**config.mk**
```make
export PLATFORM = sky130hd
export DESIGN_NAME = secured_region_host
export DESIGN_NICKNAME = d
export VERILOG_FILES = /design/src/shared/sec_guard_pkg.sv /design/src/verilog/secured_region_host.sv /design/src/verilog/flash_power_guard.sv /design/src/verilog/flash_bus_cycle.sv
export SDC_FILE = /design/constraint.sdc
export NUM_CORES = 1
export LEC_CHECK = 0
export ABC_AREA = 1
export BUFFER_PORTS_ARGS = -buffer_cell sky130_fd_sc_hd__clkbuf_2
export CORE_MARGIN = 2
export CORE_UTILIZATION = 35
export CTS_CLUSTER_DIAMETER = 100
export DETAILED_ROUTE_END_ITERATION = 7
export HOLD_SLACK_MARGIN = 0.1
export PLACE_DENSITY = 0.6
export SYNTH_ARGS = -nofsm -noshare
export SYNTH_HDL_FRONTEND = slang
export SYNTH_SLANG_ARGS = --single-unit
```
**constraint.sdc**
```tcl
create_clock -name clk -period 2.8 [get_ports clk]
set_clock_uncertainty 0.1 [all_clocks]
set_input_delay 0.42 -clock clk [delete_from_list [all_inputs] [get_ports clk]]
set_output_delay 0.42 -clock clk [all_outputs]
set_load 0.03 [all_outputs]
```
**src/shared/sec_guard_pkg.sv**
```systemverilog
/*
  Constants, types and command step table for the host controller that drives a
  parallel flash with a one-time-programmable secured region.
  Assumes a single 100 MHz clock and a device with asynchronous control pins.
*/
// Functional notes
// - Lock: enter sequence, then sector protect writes
// - Alternate protect method after enter also locks
// - Host issues exit before touching main array
// - Program only after host supplies unlock cycles
// - Write needs select and strobe low, output-enable high
// - Host holds pins write-safe until supply valid
package sec_guard_pkg;

  localparam int ADDR_W = 22;
  localparam int DATA_W = 16;
  localparam int CNT_W  = 16;
  localparam int WB_AW  = 8;

  // Bus-side timing in nanoseconds, then rounded up to clock cycles
  localparam int CLK_PERIOD_NS    = 10;
  localparam int WE_LOW_NS        = 35;
  localparam int WE_HIGH_NS       = 20;
  localparam int READ_ACC_NS      = 70;
  localparam int RESET_LOW_NS     = 500;
  localparam int SUPPLY_SETTLE_NS = 50000;
  localparam int WE_LOW_CYC        = (WE_LOW_NS + CLK_PERIOD_NS - 1) / CLK_PERIOD_NS;
  localparam int WE_HIGH_CYC       = (WE_HIGH_NS + CLK_PERIOD_NS - 1) / CLK_PERIOD_NS;
  localparam int READ_ACC_CYC      = (READ_ACC_NS + CLK_PERIOD_NS - 1) / CLK_PERIOD_NS;
  localparam int RESET_LOW_CYC     = (RESET_LOW_NS + CLK_PERIOD_NS - 1) / CLK_PERIOD_NS;
  localparam int SUPPLY_SETTLE_CYC = (SUPPLY_SETTLE_NS + CLK_PERIOD_NS - 1) / CLK_PERIOD_NS;

  // Register offsets (byte addresses)
  localparam logic [WB_AW-1:0] REG_CTRL   = 8'h00;
  localparam logic [WB_AW-1:0] REG_ADDR   = 8'h04;
  localparam logic [WB_AW-1:0] REG_WDATA  = 8'h08;
  localparam logic [WB_AW-1:0] REG_RDATA  = 8'h0c;
  localparam logic [WB_AW-1:0] REG_STATUS = 8'h10;
  localparam logic [WB_AW-1:0] REG_CFG    = 8'h14;

  // Status field positions, then config bit and indicator data line
  localparam int ST_BUSY      = 0;
  localparam int ST_OVERLAY   = 1;
  localparam int ST_NEED_EXIT = 2;
  localparam int ST_IND_VALID = 3;
  localparam int ST_IND_BIT   = 4;
  localparam int ST_REFUSED   = 5;
  localparam int ST_POWER_OK  = 6;
  localparam int CFG_BYTE_MODE = 0;
  localparam int IND_DATA_BIT  = 7;

  localparam logic [31:0] CFG_RESET = 32'h0000_0000;

  // Command encodings; treated as settings of the part in use
  localparam logic [11:0] UNLOCK1_ADDR = 12'h555;
  localparam logic [7:0]  UNLOCK1_DATA = 8'haa;
  localparam logic [11:0] UNLOCK2_ADDR = 12'h2aa;
  localparam logic [7:0]  UNLOCK2_DATA = 8'h55;
  localparam logic [7:0]  ENTER_DATA   = 8'h88;
  localparam logic [7:0]  EXIT_DATA1   = 8'h90;
  localparam logic [7:0]  EXIT_DATA2   = 8'h00;
  localparam logic [7:0]  PROGRAM_DATA = 8'ha0;
  localparam logic [7:0]  QUERY_DATA   = 8'h90;
  localparam logic [11:0] IND_ADDR     = 12'h003;
  localparam logic [7:0]  RETURN_DATA  = 8'hf0;
  localparam logic [11:0] PROTECT_ADDR = 12'h002;
  localparam logic [7:0]  PROTECT_DATA = 8'h60;

  typedef enum logic [2:0] {
    OP_NONE     = 3'b000,
    OP_READ     = 3'b001,
    OP_PROGRAM  = 3'b010,
    OP_ENTER    = 3'b011,
    OP_EXIT     = 3'b100,
    OP_QUERY    = 3'b101,
    OP_LOCK     = 3'b110,
    OP_HW_RESET = 3'b111
  } op_t;

  typedef enum logic [2:0] {
    STEP_END   = 3'b000,
    STEP_CMD   = 3'b001,
    STEP_USRWR = 3'b010,
    STEP_USRRD = 3'b011,
    STEP_INDRD = 3'b100
  } step_kind_t;

  typedef struct packed {
    step_kind_t  kind;
    logic [11:0] addr;
    logic [7:0]  data;
  } step_t;

  localparam logic [4:0] PC_ENTER   = 5'h00;
  localparam logic [4:0] PC_EXIT    = 5'h04;
  localparam logic [4:0] PC_PROGRAM = 5'h09;
  localparam logic [4:0] PC_READ    = 5'h0e;
  localparam logic [4:0] PC_QUERY   = 5'h10;
  localparam logic [4:0] PC_LOCK    = 5'h16;

  function automatic step_t step_at(input logic [4:0] pc);
    case (pc)
      5'h00, 5'h04, 5'h09, 5'h10, 5'h16: step_at = '{STEP_CMD, UNLOCK1_ADDR, UNLOCK1_DATA};
      5'h01, 5'h05, 5'h0a, 5'h11, 5'h17: step_at = '{STEP_CMD, UNLOCK2_ADDR, UNLOCK2_DATA};
      5'h02, 5'h18: step_at = '{STEP_CMD, UNLOCK1_ADDR, ENTER_DATA};
      5'h06:        step_at = '{STEP_CMD, UNLOCK1_ADDR, EXIT_DATA1};
      5'h07:        step_at = '{STEP_CMD, 12'h000, EXIT_DATA2};
      5'h0b:        step_at = '{STEP_CMD, UNLOCK1_ADDR, PROGRAM_DATA};
      5'h0c:        step_at = '{STEP_USRWR, 12'h000, 8'h00};
      5'h0e:        step_at = '{STEP_USRRD, 12'h000, 8'h00};
      5'h12:        step_at = '{STEP_CMD, UNLOCK1_ADDR, QUERY_DATA};
      5'h13:        step_at = '{STEP_INDRD, IND_ADDR, 8'h00};
      5'h14:        step_at = '{STEP_CMD, 12'h000, RETURN_DATA};
      5'h19, 5'h1a: step_at = '{STEP_CMD, PROTECT_ADDR, PROTECT_DATA};
      default:      step_at = '{STEP_END, 12'h000, 8'h00};
    endcase
  endfunction

endpackage

```
**src/verilog/secured_region_host.sv**
```systemverilog
/*
  Host controller for a parallel flash with a secured overlay region:
  Wishbone register slave, command step sequencer, overlay bookkeeping.
  Assumes a classic Wishbone master and a flash whose pins are wired directly.
*/
module secured_region_host
#(
  parameter int unsigned SETTLE_CYCLES = sec_guard_pkg::SUPPLY_SETTLE_CYC
)
(
  input  wire logic                              clk,
  input  wire logic                              rst,
  input  wire logic                              wb_cyc_i,
  input  wire logic                              wb_stb_i,
  input  wire logic                              wb_we_i,
  input  wire logic [sec_guard_pkg::WB_AW-1:0]   wb_adr_i,
  input  wire logic [3:0]                        wb_sel_i,
  input  wire logic [31:0]                       wb_dat_i,
  output logic [31:0]                            wb_dat_o,
  output logic                                   wb_ack_o,
  input  wire logic                              supply_ok,
  output logic [sec_guard_pkg::ADDR_W-1:0]       flash_addr,
  output logic [sec_guard_pkg::DATA_W-1:0]       flash_dq_o,
  input  wire logic [sec_guard_pkg::DATA_W-1:0]  flash_dq_i,
  output logic                                   flash_dq_oe,
  output logic                                   flash_ce_n,
  output logic                                   flash_we_n,
  output logic                                   flash_oe_n,
  output logic                                   flash_reset_n,
  output logic                                   flash_byte_n
);
  import sec_guard_pkg::*;

  typedef enum logic [1:0] {
    S_IDLE  = 2'b00,
    S_FETCH = 2'b01,
    S_CYCLE = 2'b10,
    S_RESET = 2'b11
  } seq_state_t;

  logic              ack_q;
  logic [31:0]       dat_q;
  logic [ADDR_W-1:0] addr_reg_q;
  logic [DATA_W-1:0] wdata_reg_q;
  logic [DATA_W-1:0] rdata_reg_q;
  logic [31:0]       cfg_q;
  op_t               op_q;
  seq_state_t        state_q;
  logic [4:0]        pc_q;
  logic              overlay_q;
  logic              need_exit_q;
  logic              ind_valid_q;
  logic              ind_bit_q;
  logic              refused_q;
  logic              cyc_start_q;
  logic              cyc_write_q;
  logic [ADDR_W-1:0] cyc_addr_q;
  logic [DATA_W-1:0] cyc_wdata_q;
  logic              byte_n_q;
  logic              reset_req_q;

  logic              power_ok;
  logic              reset_done;
  logic              cyc_done;
  logic [DATA_W-1:0] cyc_rdata;
  logic              bus_wr;
  logic              ctrl_wr;
  logic [31:0]       byte_mask;
  op_t               new_op;
  logic              accept;
  step_t             step;
  logic [ADDR_W-1:0] cmd_addr;

  flash_power_guard #(
    .SETTLE_CYCLES (SETTLE_CYCLES)
  ) u_guard (
    .clk           (clk),
    .rst           (rst),
    .supply_ok     (supply_ok),
    .reset_req     (reset_req_q),
    .power_ok      (power_ok),
    .flash_reset_n (flash_reset_n),
    .reset_done    (reset_done)
  );

  // Losing the supply drops any cycle in flight and parks the pins idle
  flash_bus_cycle u_cycle (
    .clk       (clk),
    .rst       (rst || !power_ok || !supply_ok),
    .start     (cyc_start_q),
    .write     (cyc_write_q),
    .addr      (cyc_addr_q),
    .wdata     (cyc_wdata_q),
    .dq_i      (flash_dq_i),
    .done      (cyc_done),
    .rdata     (cyc_rdata),
    .pin_addr  (flash_addr),
    .pin_dq_o  (flash_dq_o),
    .pin_dq_oe (flash_dq_oe),
    .pin_ce_n  (flash_ce_n),
    .pin_we_n  (flash_we_n),
    .pin_oe_n  (flash_oe_n)
  );

  assign bus_wr  = wb_cyc_i && wb_stb_i && wb_we_i && ack_q;
  assign ctrl_wr = bus_wr && (wb_adr_i == REG_CTRL) && wb_sel_i[0];
  assign new_op  = op_t'(wb_dat_i[2:0]);
  assign step    = step_at(pc_q);
  // Command addresses are given in word units; byte mode doubles them
  assign cmd_addr = byte_n_q ? {10'h000, step.addr} : {9'h000, step.addr, 1'b0};

  always_comb
  begin
    for (int i = 0; i < 4; i++)
      byte_mask[i*8 +: 8] = {8{wb_sel_i[i]}};
  end

  // Main-array work is refused until exit once the region has been locked
  always_comb
  begin
    accept = power_ok && (state_q == S_IDLE) && (new_op != OP_NONE);
    if (need_exit_q && (new_op == OP_READ || new_op == OP_PROGRAM))
      accept = 1'b0;
  end

  // Registered ack: one wait state, dropped after one cycle
  always_ff @(posedge clk)
  begin
    if (rst)
      ack_q <= 1'b0;
    else
      ack_q <= wb_cyc_i && wb_stb_i && !ack_q;
  end

  always_ff @(posedge clk)
  begin
    if (rst)
      dat_q <= '0;
    else if (wb_cyc_i && wb_stb_i && !ack_q)
    begin
      unique case (wb_adr_i)
        REG_CTRL:   dat_q <= {29'h0, op_q};
        REG_ADDR:   dat_q <= {10'h0, addr_reg_q};
        REG_WDATA:  dat_q <= {16'h0, wdata_reg_q};
        REG_RDATA:  dat_q <= {16'h0, rdata_reg_q};
        REG_STATUS: dat_q <= {25'h0, power_ok, refused_q, ind_bit_q, ind_valid_q,
                              need_exit_q, overlay_q, (state_q != S_IDLE)};
        REG_CFG:    dat_q <= cfg_q;
        default:    dat_q <= '0;
      endcase
    end
  end

  always_ff @(posedge clk)
  begin
    if (rst)
    begin
      addr_reg_q  <= '0;
      wdata_reg_q <= '0;
      cfg_q       <= CFG_RESET;
    end
    else if (bus_wr)
    begin
      if (wb_adr_i == REG_ADDR)
        addr_reg_q <= ADDR_W'((wb_dat_i & byte_mask) | ({10'h0, addr_reg_q} & ~byte_mask));
      if (wb_adr_i == REG_WDATA)
        wdata_reg_q <= DATA_W'((wb_dat_i & byte_mask) | ({16'h0, wdata_reg_q} & ~byte_mask));
      if (wb_adr_i == REG_CFG)
        cfg_q <= (wb_dat_i & byte_mask & 32'h0000_0001) | (cfg_q & ~byte_mask);
    end
  end

  // Byte pin follows config only between operations, never mid-sequence
  always_ff @(posedge clk)
  begin
    if (rst)
      byte_n_q <= 1'b1;
    else if (state_q == S_IDLE)
      byte_n_q <= !cfg_q[CFG_BYTE_MODE];
  end

  // Refusal flag: each control write sets it if refused and clears it if accepted
  always_ff @(posedge clk)
  begin
    if (rst)
      refused_q <= 1'b0;
    else if (ctrl_wr)
      refused_q <= !accept;
  end

  // Sequencer: walks the step table for the current operation
  always_ff @(posedge clk)
  begin
    if (rst || !power_ok)
    begin
      state_q     <= S_IDLE;
      pc_q        <= '0;
      op_q        <= OP_NONE;
      cyc_start_q <= 1'b0;
      cyc_write_q <= 1'b0;
      cyc_addr_q  <= '0;
      cyc_wdata_q <= '0;
      reset_req_q <= 1'b0;
    end
    else
    begin
      cyc_start_q <= 1'b0;
      reset_req_q <= 1'b0;
      unique case (state_q)
        S_IDLE:
          if (ctrl_wr && accept)
          begin
            op_q    <= new_op;
            state_q <= S_FETCH;
            unique case (new_op)
              OP_ENTER:   pc_q <= PC_ENTER;
              OP_EXIT:    pc_q <= PC_EXIT;
              OP_PROGRAM: pc_q <= PC_PROGRAM;
              OP_READ:    pc_q <= PC_READ;
              OP_QUERY:   pc_q <= PC_QUERY;
              OP_LOCK:    pc_q <= PC_LOCK;
              default:    pc_q <= '0;
            endcase
            if (new_op == OP_HW_RESET)
            begin
              reset_req_q <= 1'b1;
              state_q     <= S_RESET;
            end
          end
        S_FETCH:
          if (step.kind == STEP_END)
            state_q <= S_IDLE;
          else
          begin
            // Programming uses the full unlocked sequence, no bypass form
            cyc_start_q <= 1'b1;
            cyc_write_q <= (step.kind == STEP_CMD) || (step.kind == STEP_USRWR);
            cyc_addr_q  <= (step.kind == STEP_USRWR || step.kind == STEP_USRRD)
                           ? addr_reg_q : cmd_addr;
            cyc_wdata_q <= (step.kind == STEP_USRWR) ? wdata_reg_q : {8'h00, step.data};
            state_q     <= S_CYCLE;
          end
        S_CYCLE:
          if (cyc_done)
          begin
            pc_q    <= pc_q + 5'h01;
            state_q <= S_FETCH;
          end
        S_RESET:
          if (reset_done)
            state_q <= S_IDLE;
      endcase
    end
  end

  // Read data capture; the indicator bit is taken from data line seven
  always_ff @(posedge clk)
  begin
    if (rst)
    begin
      rdata_reg_q <= '0;
      ind_valid_q <= 1'b0;
      ind_bit_q   <= 1'b0;
    end
    else if (state_q == S_CYCLE && cyc_done)
    begin
      if (step.kind == STEP_USRRD)
        rdata_reg_q <= cyc_rdata;
      if (step.kind == STEP_INDRD)
      begin
        rdata_reg_q <= cyc_rdata;
        ind_valid_q <= 1'b1;
        ind_bit_q   <= cyc_rdata[IND_DATA_BIT];
      end
    end
  end

  // Host-side view of the overlay, mirrors what the part does
  always_ff @(posedge clk)
  begin
    if (rst || !power_ok)
    begin
      overlay_q   <= 1'b0;
      need_exit_q <= 1'b0;
    end
    else if (state_q == S_RESET && reset_done)
    begin
      overlay_q   <= 1'b0;
      need_exit_q <= 1'b0;
    end
    else if (state_q == S_FETCH && step.kind == STEP_END)
    begin
      unique case (op_q)
        OP_ENTER: overlay_q <= 1'b1;
        OP_LOCK:
        begin
          overlay_q   <= 1'b1;
          need_exit_q <= 1'b1;
        end
        OP_EXIT:
        begin
          overlay_q   <= 1'b0;
          need_exit_q <= 1'b0;
        end
        default:
        begin
          overlay_q   <= overlay_q;
          need_exit_q <= need_exit_q;
        end
      endcase
    end
  end

  assign wb_ack_o     = ack_q;
  assign wb_dat_o     = dat_q;
  assign flash_byte_n = byte_n_q;

endmodule

```
**src/verilog/flash_power_guard.sv**
```systemverilog
/*
  Supply qualification and hardware reset pulse for the flash.
  Assumes supply_ok is a level synchronous to clk from a supervisor.
*/
module flash_power_guard
#(
  parameter int unsigned SETTLE_CYCLES = sec_guard_pkg::SUPPLY_SETTLE_CYC
)
(
  input  wire logic clk,
  input  wire logic rst,
  input  wire logic supply_ok,
  input  wire logic reset_req,
  output logic      power_ok,
  output logic      flash_reset_n,
  output logic      reset_done
);
  import sec_guard_pkg::*;

  logic [CNT_W-1:0] settle_q;
  logic             power_ok_q;
  logic [CNT_W-1:0] pulse_cnt_q;
  logic             pulse_q;
  logic             done_q;
  logic             reset_n_q;

  // No bus cycle reaches the part until the supply has settled; the byte pin still follows config
  always_ff @(posedge clk)
  begin
    if (rst || !supply_ok)
    begin
      settle_q   <= '0;
      power_ok_q <= 1'b0;
    end
    else if (!power_ok_q)
    begin
      if (settle_q == CNT_W'(SETTLE_CYCLES - 1))
        power_ok_q <= 1'b1;
      else
        settle_q <= settle_q + 1'b1;
    end
  end

  always_ff @(posedge clk)
  begin
    if (rst || !supply_ok)
    begin
      pulse_q     <= 1'b0;
      pulse_cnt_q <= '0;
      done_q      <= 1'b0;
    end
    else
    begin
      done_q <= 1'b0;
      if (reset_req && !pulse_q)
      begin
        pulse_q     <= 1'b1;
        pulse_cnt_q <= CNT_W'(RESET_LOW_CYC - 1);
      end
      else if (pulse_q)
      begin
        if (pulse_cnt_q == '0)
        begin
          pulse_q <= 1'b0;
          done_q  <= 1'b1;
        end
        else
          pulse_cnt_q <= pulse_cnt_q - 1'b1;
      end
    end
  end

  // Held low while the supply is unqualified so the part starts in read mode
  always_ff @(posedge clk)
  begin
    if (rst)
      reset_n_q <= 1'b0;
    else
      reset_n_q <= power_ok_q && !pulse_q;
  end

  assign power_ok      = power_ok_q;
  assign flash_reset_n = reset_n_q;
  assign reset_done    = done_q;

endmodule

```
**src/verilog/flash_bus_cycle.sv**
```systemverilog
/*
  One asynchronous flash bus cycle (read or write) with timed strobes.
  Assumes the caller holds start for one cycle while idle.
*/
module flash_bus_cycle
(
  input  wire logic                             clk,
  input  wire logic                             rst,
  input  wire logic                             start,
  input  wire logic                             write,
  input  wire logic [sec_guard_pkg::ADDR_W-1:0] addr,
  input  wire logic [sec_guard_pkg::DATA_W-1:0] wdata,
  input  wire logic [sec_guard_pkg::DATA_W-1:0] dq_i,
  output logic                                  done,
  output logic [sec_guard_pkg::DATA_W-1:0]      rdata,
  output logic [sec_guard_pkg::ADDR_W-1:0]      pin_addr,
  output logic [sec_guard_pkg::DATA_W-1:0]      pin_dq_o,
  output logic                                  pin_dq_oe,
  output logic                                  pin_ce_n,
  output logic                                  pin_we_n,
  output logic                                  pin_oe_n
);
  import sec_guard_pkg::*;

  typedef enum logic [1:0] {
    C_IDLE    = 2'b00,
    C_SETUP   = 2'b01,
    C_ACTIVE  = 2'b10,
    C_RECOVER = 2'b11
  } cyc_state_t;

  cyc_state_t       state_q;
  logic [CNT_W-1:0] cnt_q;
  logic             wr_q;
  logic             done_q;
  logic [DATA_W-1:0] rdata_q;
  logic [ADDR_W-1:0] addr_q;
  logic [DATA_W-1:0] dq_q;
  logic             dq_oe_q;
  logic             ce_n_q;
  logic             we_n_q;
  logic             oe_n_q;

  always_ff @(posedge clk)
  begin
    if (rst)
    begin
      state_q <= C_IDLE;
      cnt_q   <= '0;
      wr_q    <= 1'b0;
      done_q  <= 1'b0;
      rdata_q <= '0;
      addr_q  <= '0;
      dq_q    <= '0;
      dq_oe_q <= 1'b0;
      ce_n_q  <= 1'b1;
      we_n_q  <= 1'b1;
      oe_n_q  <= 1'b1;
    end
    else
    begin
      done_q <= 1'b0;
      unique case (state_q)
        C_IDLE:
          if (start)
          begin
            wr_q    <= write;
            addr_q  <= addr;
            dq_q    <= wdata;
            dq_oe_q <= write;
            ce_n_q  <= 1'b0;
            oe_n_q  <= 1'b1;
            state_q <= C_SETUP;
          end
        C_SETUP:
        begin
          // Strobe lasts several cycles, far above the glitch filter width
          cnt_q   <= wr_q ? CNT_W'(WE_LOW_CYC - 1) : CNT_W'(READ_ACC_CYC - 1);
          we_n_q  <= !wr_q;
          oe_n_q  <= wr_q;
          state_q <= C_ACTIVE;
        end
        C_ACTIVE:
          if (cnt_q == '0)
          begin
            if (!wr_q)
              rdata_q <= dq_i;
            we_n_q  <= 1'b1;
            oe_n_q  <= 1'b1;
            cnt_q   <= CNT_W'(WE_HIGH_CYC - 1);
            state_q <= C_RECOVER;
          end
          else
            cnt_q <= cnt_q - 1'b1;
        C_RECOVER:
          // Select and data held through recovery: a select rising with the
          // strobe would leave the part's latching edge ambiguous
          if (cnt_q == '0)
          begin
            ce_n_q  <= 1'b1;
            dq_oe_q <= 1'b0;
            done_q  <= 1'b1;
            state_q <= C_IDLE;
          end
          else
            cnt_q <= cnt_q - 1'b1;
      endcase
    end
  end

  assign done      = done_q;
  assign rdata     = rdata_q;
  assign pin_addr  = addr_q;
  assign pin_dq_o  = dq_q;
  assign pin_dq_oe = dq_oe_q;
  assign pin_ce_n  = ce_n_q;
  assign pin_we_n  = we_n_q;
  assign pin_oe_n  = oe_n_q;

endmodule

```
==> metrics.txt, run 1 <==
highest clock rate 0.406 GHz; critical path type flip-flop to flip-flop; Arrival @ worst endpoint 2770 ps; ANT nets after route 0; drt pass-1 iters 5; leakage power 6.17 nW; routed via count 11700; RSZ-0062 raised after global routing false; Core Area 35700 sq um; FILL cells 3676; GR Util All Layers 18.1%; vias in the first global route 10800; endpoints failing setup 0; HP Class input port to flip-flop; Most Frequent Cell on Critical Path nand2_1; routed wire length 34900 um; crit path launch type flip-flop; metal2 WL 15000 um; Max Cap Violations 0; Chip Height 195 um; Layout area overhead 21.7%; Mapped Cells 1717; DR DRC count 0; final hold slack 162 ps; CTS buffer count 36; Initial DRC Count 683; final critical-path required period 2460 ps; post-synth top area share 47.6%; largest net degree at the start of global routing 50; Top Ports 143; cell family with most CP delay simple AND/OR/NAND/NOR gates; largest area contributor in the netlist dfxtp_1; PortBufs 132; most frequent cell after synthesis nand2_1; crit path from wb_ack_o; Switch Pwr 1.99 mW; Final period util 87.9%; top routing layer in use met5; Post-CTS Setup Repair Bufs 0; Clk network pwr share 50.4%; first-pass GRT wire length 56300 um; Pwr Density 594 nW/um^2; post-DP HPWL 25000 um; synth top area cells dfxtp_1, nand2_1, a21oi_1, o21ai_0, inv_1; Ys Warns 0; logic gate share of total power 2.6%; post-synthesis sequential area ratio 47.6%; CP peak stage delay 370 ps; mapped cell area 12700 sq um; Worst-Margin Slew 736 ps; Sinks on Clock Net 303; Starting Density 35.6%; WP buf/inv 1; Die Area 37900 sq um; CTS tree done; switching share of total power 21.5%; r2r startpoint wb_ack_o; outcome completed; relative slew slack 50.9%; Reg area 6070 sq um; crit path max fanout 7; Via density 4.94; sequential power share 47.0%; layout cells sized above 1 14.7%; post-DR wirelength/cell 14.7 um; Clock transition at path regs 60 ps; Cell Count, Final, Fillers Out 2378; # rows 69; syn avg cell area 7.42 sq um; placed inst area 14000 sq um; Slew Limit Fails 0; most used flip-flop cell after synthesis dfxtp_1; r2r setup slk 340 ps; chip width 195 um; Placer Congestion 0.854; nets@finish 1970; Worst IR Drop VDD 0.394 mV; multi-input logic area 5730 sq um; Req. time, crit path 3110 ps; Routed met3 length 2050 um; initial antenna violation count 2; setup_tns 0 ps; CTS H-tree depth 2; Unique masters post-synth 48; dpl cells 2278; final hold violations 0; Longest Clk Path Bufs 3; met1 WL 17200 um; Pint 7.23 mW; Post-synth EDFFs 0; hold path startpoint wb_dat_i[2]; #FFs+latches synth 303; Congestion Overflow GR 0; clock latency on the worst-skew pair 520 ps; Synthesized Nets 1797; CTS Root Cell clkbuf_16; Worst path slowest cell dfxtp_1; Post-synth ARST share 0%; crit path capture type flip-flop; Design Area, Final 15500 sq um; synth cell count leaders nand2_1, dfxtp_1, a21oi_1, inv_1, nor2_1; critical path, cell by cell nand2_2 -> nor2_4 -> nand2_2 -> inv_1 -> nand2_2 -> o21bai_4 -> nand2_1 -> nand2_1 -> nand2_1 -> ha_1 -> or2_2 -> nand4_1 -> nand2_1 -> nand3_1 -> nand3_1
==> through the flow <==
step | setup slack, ps | total power, mW | util [%]
3_3_place_gp | 59.0 | 4.63 | 39.1
6_report | 338 | 9.21 | 43.4
3_5_place_dp | 9.72 | 4.63 | 39.1
4_1_cts | 323 | 9.33 | 43.4
2_1_floorplan | 242 | 4.54 | -
5_1_grt | 120 | 9.53 | 43.4
==> worst register-to-register path: cells and delay by family, from the launching register on <==
kind | cells | cell delay (ps)
flops | 1 | 370
compound gates | 1 | 240
simple gates | 12 | 1330
fa+ha+maj | 1 | 220
buf+inv | 1 | 90
==> worst paths after layout <==
kind | to | cells past startpoint
min reg2reg | u_guard.flash_reset_n | 1
min | reset_req_q | 3
max | step[5] | 15
max reg2reg | step[5] | 15
==> power groups by stage <==
| stage | clock, mW | combinational (mW) | sequential (mW) |
|---|---|---|---|
| 2_1_floorplan | 0 | 0.0859 | 4.45 |
| 3_3_place_gp | 0 | 0.198 | 4.43 |
| 3_5_place_dp | 0 | 0.200 | 4.43 |
| 4_1_cts | 4.76 | 0.240 | 4.33 |
| 5_1_grt | 4.93 | 0.263 | 4.33 |
| 6_report | 4.64 | 0.241 | 4.33 |
==> final cells by class <==
class,instances,area share [%]
Sequential cell,303,39.1
Multi-Input combinational cell,1170,36.9
Timing Repair Buffer,205,8.36
Clock buffer,53,6.81
Inverter,174,4.23
Tap cell,461,3.72
Clock inverter,11,0.799
Antenna cell,1,0.0161
==> cell families (layout without fill, tap and decap cells) <==
kind of cell,Yosys count,after routing,share of synthesized area [%]
and+or+nand+nor,713,713,24.4
AOI/OAI and AO/OA,421,421,17.7
DFF,303,303,47.6
buffers and inverters,244,443,7.46
xor gates and xnor gates,21,21,1.44
adders and majority gates,14,14,1.37
muxes,1,1,0.0786
other,0,1,0
==> what timing repair did <==
action | in CTS | in global routing
endpoints found under the hold margin | 44 | 0
gates resized for setup | 0 | 0
hold buffers | 35 | 0
==> placed cells by master (no fill, tap or decap), types with 7 or more instances in the layout <==
cell	netlist	layout
buf_4	0	38
inv_1	160	160
a211oi_1	12	12
ha_1	14	14
clkbuf_1	56	9
o2111ai_1	9	9
a31oi_1	8	8
clkbuf_16	0	37
dlygate4sd3_1	0	35
clkbuf_2	0	132
inv_2	11	11
nor2_1	158	156
nor3_1	40	40
nand4_1	19	19
o22ai_1	9	9
clkbuf_8	0	7
nor4_1	9	9
xor2_1	18	18
a21oi_1	227	227
nand3_1	64	64
nand2_2	9	9
nand2_1	378	378
dfxtp_1	303	303
nor2_2	8	10
o21ai_0	146	146
==> layer usage <==
metal	global-route usage (%)	vias up
met5	0	-
met4	5.29	2
met3	3.28	51
met2	27.7	310
met1	26.0	5387
li1	-	5996
No activity file was read; power rests on OpenSTA's default activity.
==> inputs of run 2 (changes only) <==
==> constraint.sdc (replaced) <==
create_clock -name clk -period 2.4 [get_ports clk]
set_clock_uncertainty 0.1 [all_clocks]
set_input_delay 0.36 -clock clk [delete_from_list [all_inputs] [get_ports clk]]
set_output_delay 0.36 -clock clk [all_outputs]
set_load 0.03 [all_outputs]
==> metrics.txt, run 2 (synthesis gave the netlist of run 1 again) <==
Clk network pwr share 50.7% (+0.3 points); DR DRC count 0 (unchanged); most frequent cells in the layout nand2_1, dfxtp_1, a21oi_1; worst hold path depth 4 (+1); largest net degree at the start of global routing 53 (+6.0%); CTS H-tree depth 2 (unchanged); CTS buffer count 35 (-2.8%); r2r startpoint wb_ack_o; clock latency on the worst-skew pair 520 ps (about the same); Worst IR Drop VDD 0.444 mV (+13%); Congestion Overflow GR 0 (unchanged); Placer Congestion 0.880 (+3.0%); final setup margin 138 ps (-200 ps); r2r endpoint step[5]; Arrival @ worst endpoint 2560 ps (-210 ps); layout cells sized above 1 17.0% (+2.3 points); Switch Pwr 2.32 mW (+17%); FILL cells 3612 (-1.7%); sequential power share 46.5% (-0.5 points); crit path from wb_ack_o; chip width 195 um (unchanged); highest clock rate 0.442 GHz (+8.8%); CTS tree done; Pint 8.55 mW (+18%); final hold violations 0 (unchanged); r2r setup slk 140 ps (-200 ps); Pwr Density 684 nW/um^2 (+15%); final hold slack 196 ps (+34.2 ps); endpoints failing setup 0 (unchanged); # rows 69 (unchanged); Layout area overhead 24.6%; Chip Height 195 um (unchanged); Core Area 35700 sq um (unchanged); first-pass GRT wire length 57700 um (+2.6%); outcome completed; FF-to-FF path depth 15 (unchanged); leakage power 6.41 nW (+3.8%); post-place setup slack -165 ps (-174 ps); commonest non-fill, non-tap cell in the layout nand2_1; Initial DRC Count 746 (+9.2%); routed wire length 35700 um (+2.3%); Slew Limit Fails 0 (unchanged); Via density 4.92 (-0.44%); nets@finish 2008 (+1.9%); crit path launch type flip-flop; Starting Density 35.6% (unchanged); HP Class input port to flip-flop; switching share of total power 21.4% (-0.17 points); Sinks on Clock Net 303 (unchanged); PortBufs 132 (unchanged); Top Ports 143 (unchanged); final critical-path required period 2260 ps (-200 ps); drt pass-1 iters 7 (+2); vias in the first global route 11100 (+2.8%); CTS Root Cell clkbuf_16; relative slew slack 25.1% (-26 points); Req. time, crit path 2700 ps (-410 ps); post-DR wirelength/cell 14.8 um (+0.60%); logic gate share of total power 2.8% (+0.2 points); Worst-Margin Slew 1120 ps (+381 ps); RSZ-0062 raised after global routing true; ANT nets after route 0 (unchanged); crit path max fanout 6 (-1); hold path startpoint wb_dat_i[1]; Final period util 94.2% (+6.3 points); Clock transition at path regs 60 ps (about the same); post-DP HPWL 25500 um (+2.2%); GR Util All Layers 18.5% (+0.35 points); Longest Clk Path Bufs 3 (unchanged); Max Cap Violations 0 (unchanged); crit path capture type flip-flop; routed via count 11900 (+1.2%); critical path type flip-flop to flip-flop; initial antenna violation count 2 (unchanged); Die Area 37900 sq um (unchanged)
## run 2: what timing repair did
action	in CTS	in global routing
gates resized for setup	0	13
hold endpoints to repair	56	0
endpoints found under the setup margin	0	29
setup buffers	0	0
hold buffers	37	0
## run 2: layout make-up
cell class / instances / area (sq um) / share of cell area (%)
well taps: 461 / 577 / 3.63
multi-input cells: 1171 / 5770 / 36.3
repair buffers: 243 / 1590 / 9.99
flip-flops and latches: 303 / 6070 / 38.2
clock inverters: 13 / 164 / 1.03
clock buffers: 51 / 1050 / 6.60
diodes: 2 / 5.00 / 0.0315
inverters: 174 / 656 / 4.13
## run 2: per-layer routing
layer	GRT usage, %	vias to the layer above	routed length (um)
li1	-	6082	-
met1	26.7	5442	17800
met2	28.4	311	15300
met3	2.93	54	1890
met4	4.98	2	704
met5	0	-	7
## run 2: worst max-delay path, stage by stage (launching register included)
cell and delay (ps):
dfxtp_4 360, nand2_2 70, nor2_4 90, nand2_2 100, inv_2 80, nand2_4 60, o21bai_4 200, nand2_1 80
nand2_1 90, nand2_1 100, ha_1 210, or2_2 300, nand4_1 100, nand2_1 60, nand3_1 60, nand3_1 70
## run 2: power by group through the flow
stage          Clock (mW)  Combinational, mW  Sequential, mW
2_1_floorplan           0              0.100            5.19
3_3_place_gp            0              0.252            5.16
3_5_place_dp            0              0.255            5.17
4_1_cts              5.64              0.306            5.05
5_1_grt              5.84              0.336            5.05
6_report             5.51              0.308            5.05
## run 2: how the worst max path moves through the flow
stage | cells after the start | to | slack, ps
after floorplan | 15 | step[5] | 20
after global placement | 18 | step[5] | -130
after detailed placement | 18 | step[5] | -160
after CTS | 15 | step[5] | 50
after global routing | 16 | step[5] | -30
final | 15 | step[5] | 140
## run 2: through the flow
step                      utilization, %  TNS, ps  cells  total power [mW]  cell area, sq um
final                               44.4        0   2418              10.9             15900
after global placement              39.9     -282   2314              5.42             14200
after CTS                           44.3        0   2415              11.0             15800
after detailed placement            39.9     -609   2314              5.42             14200
after floorplan                        -        0   1717              5.29             12700
after global routing                44.4    -54.2   2417              11.2             15900
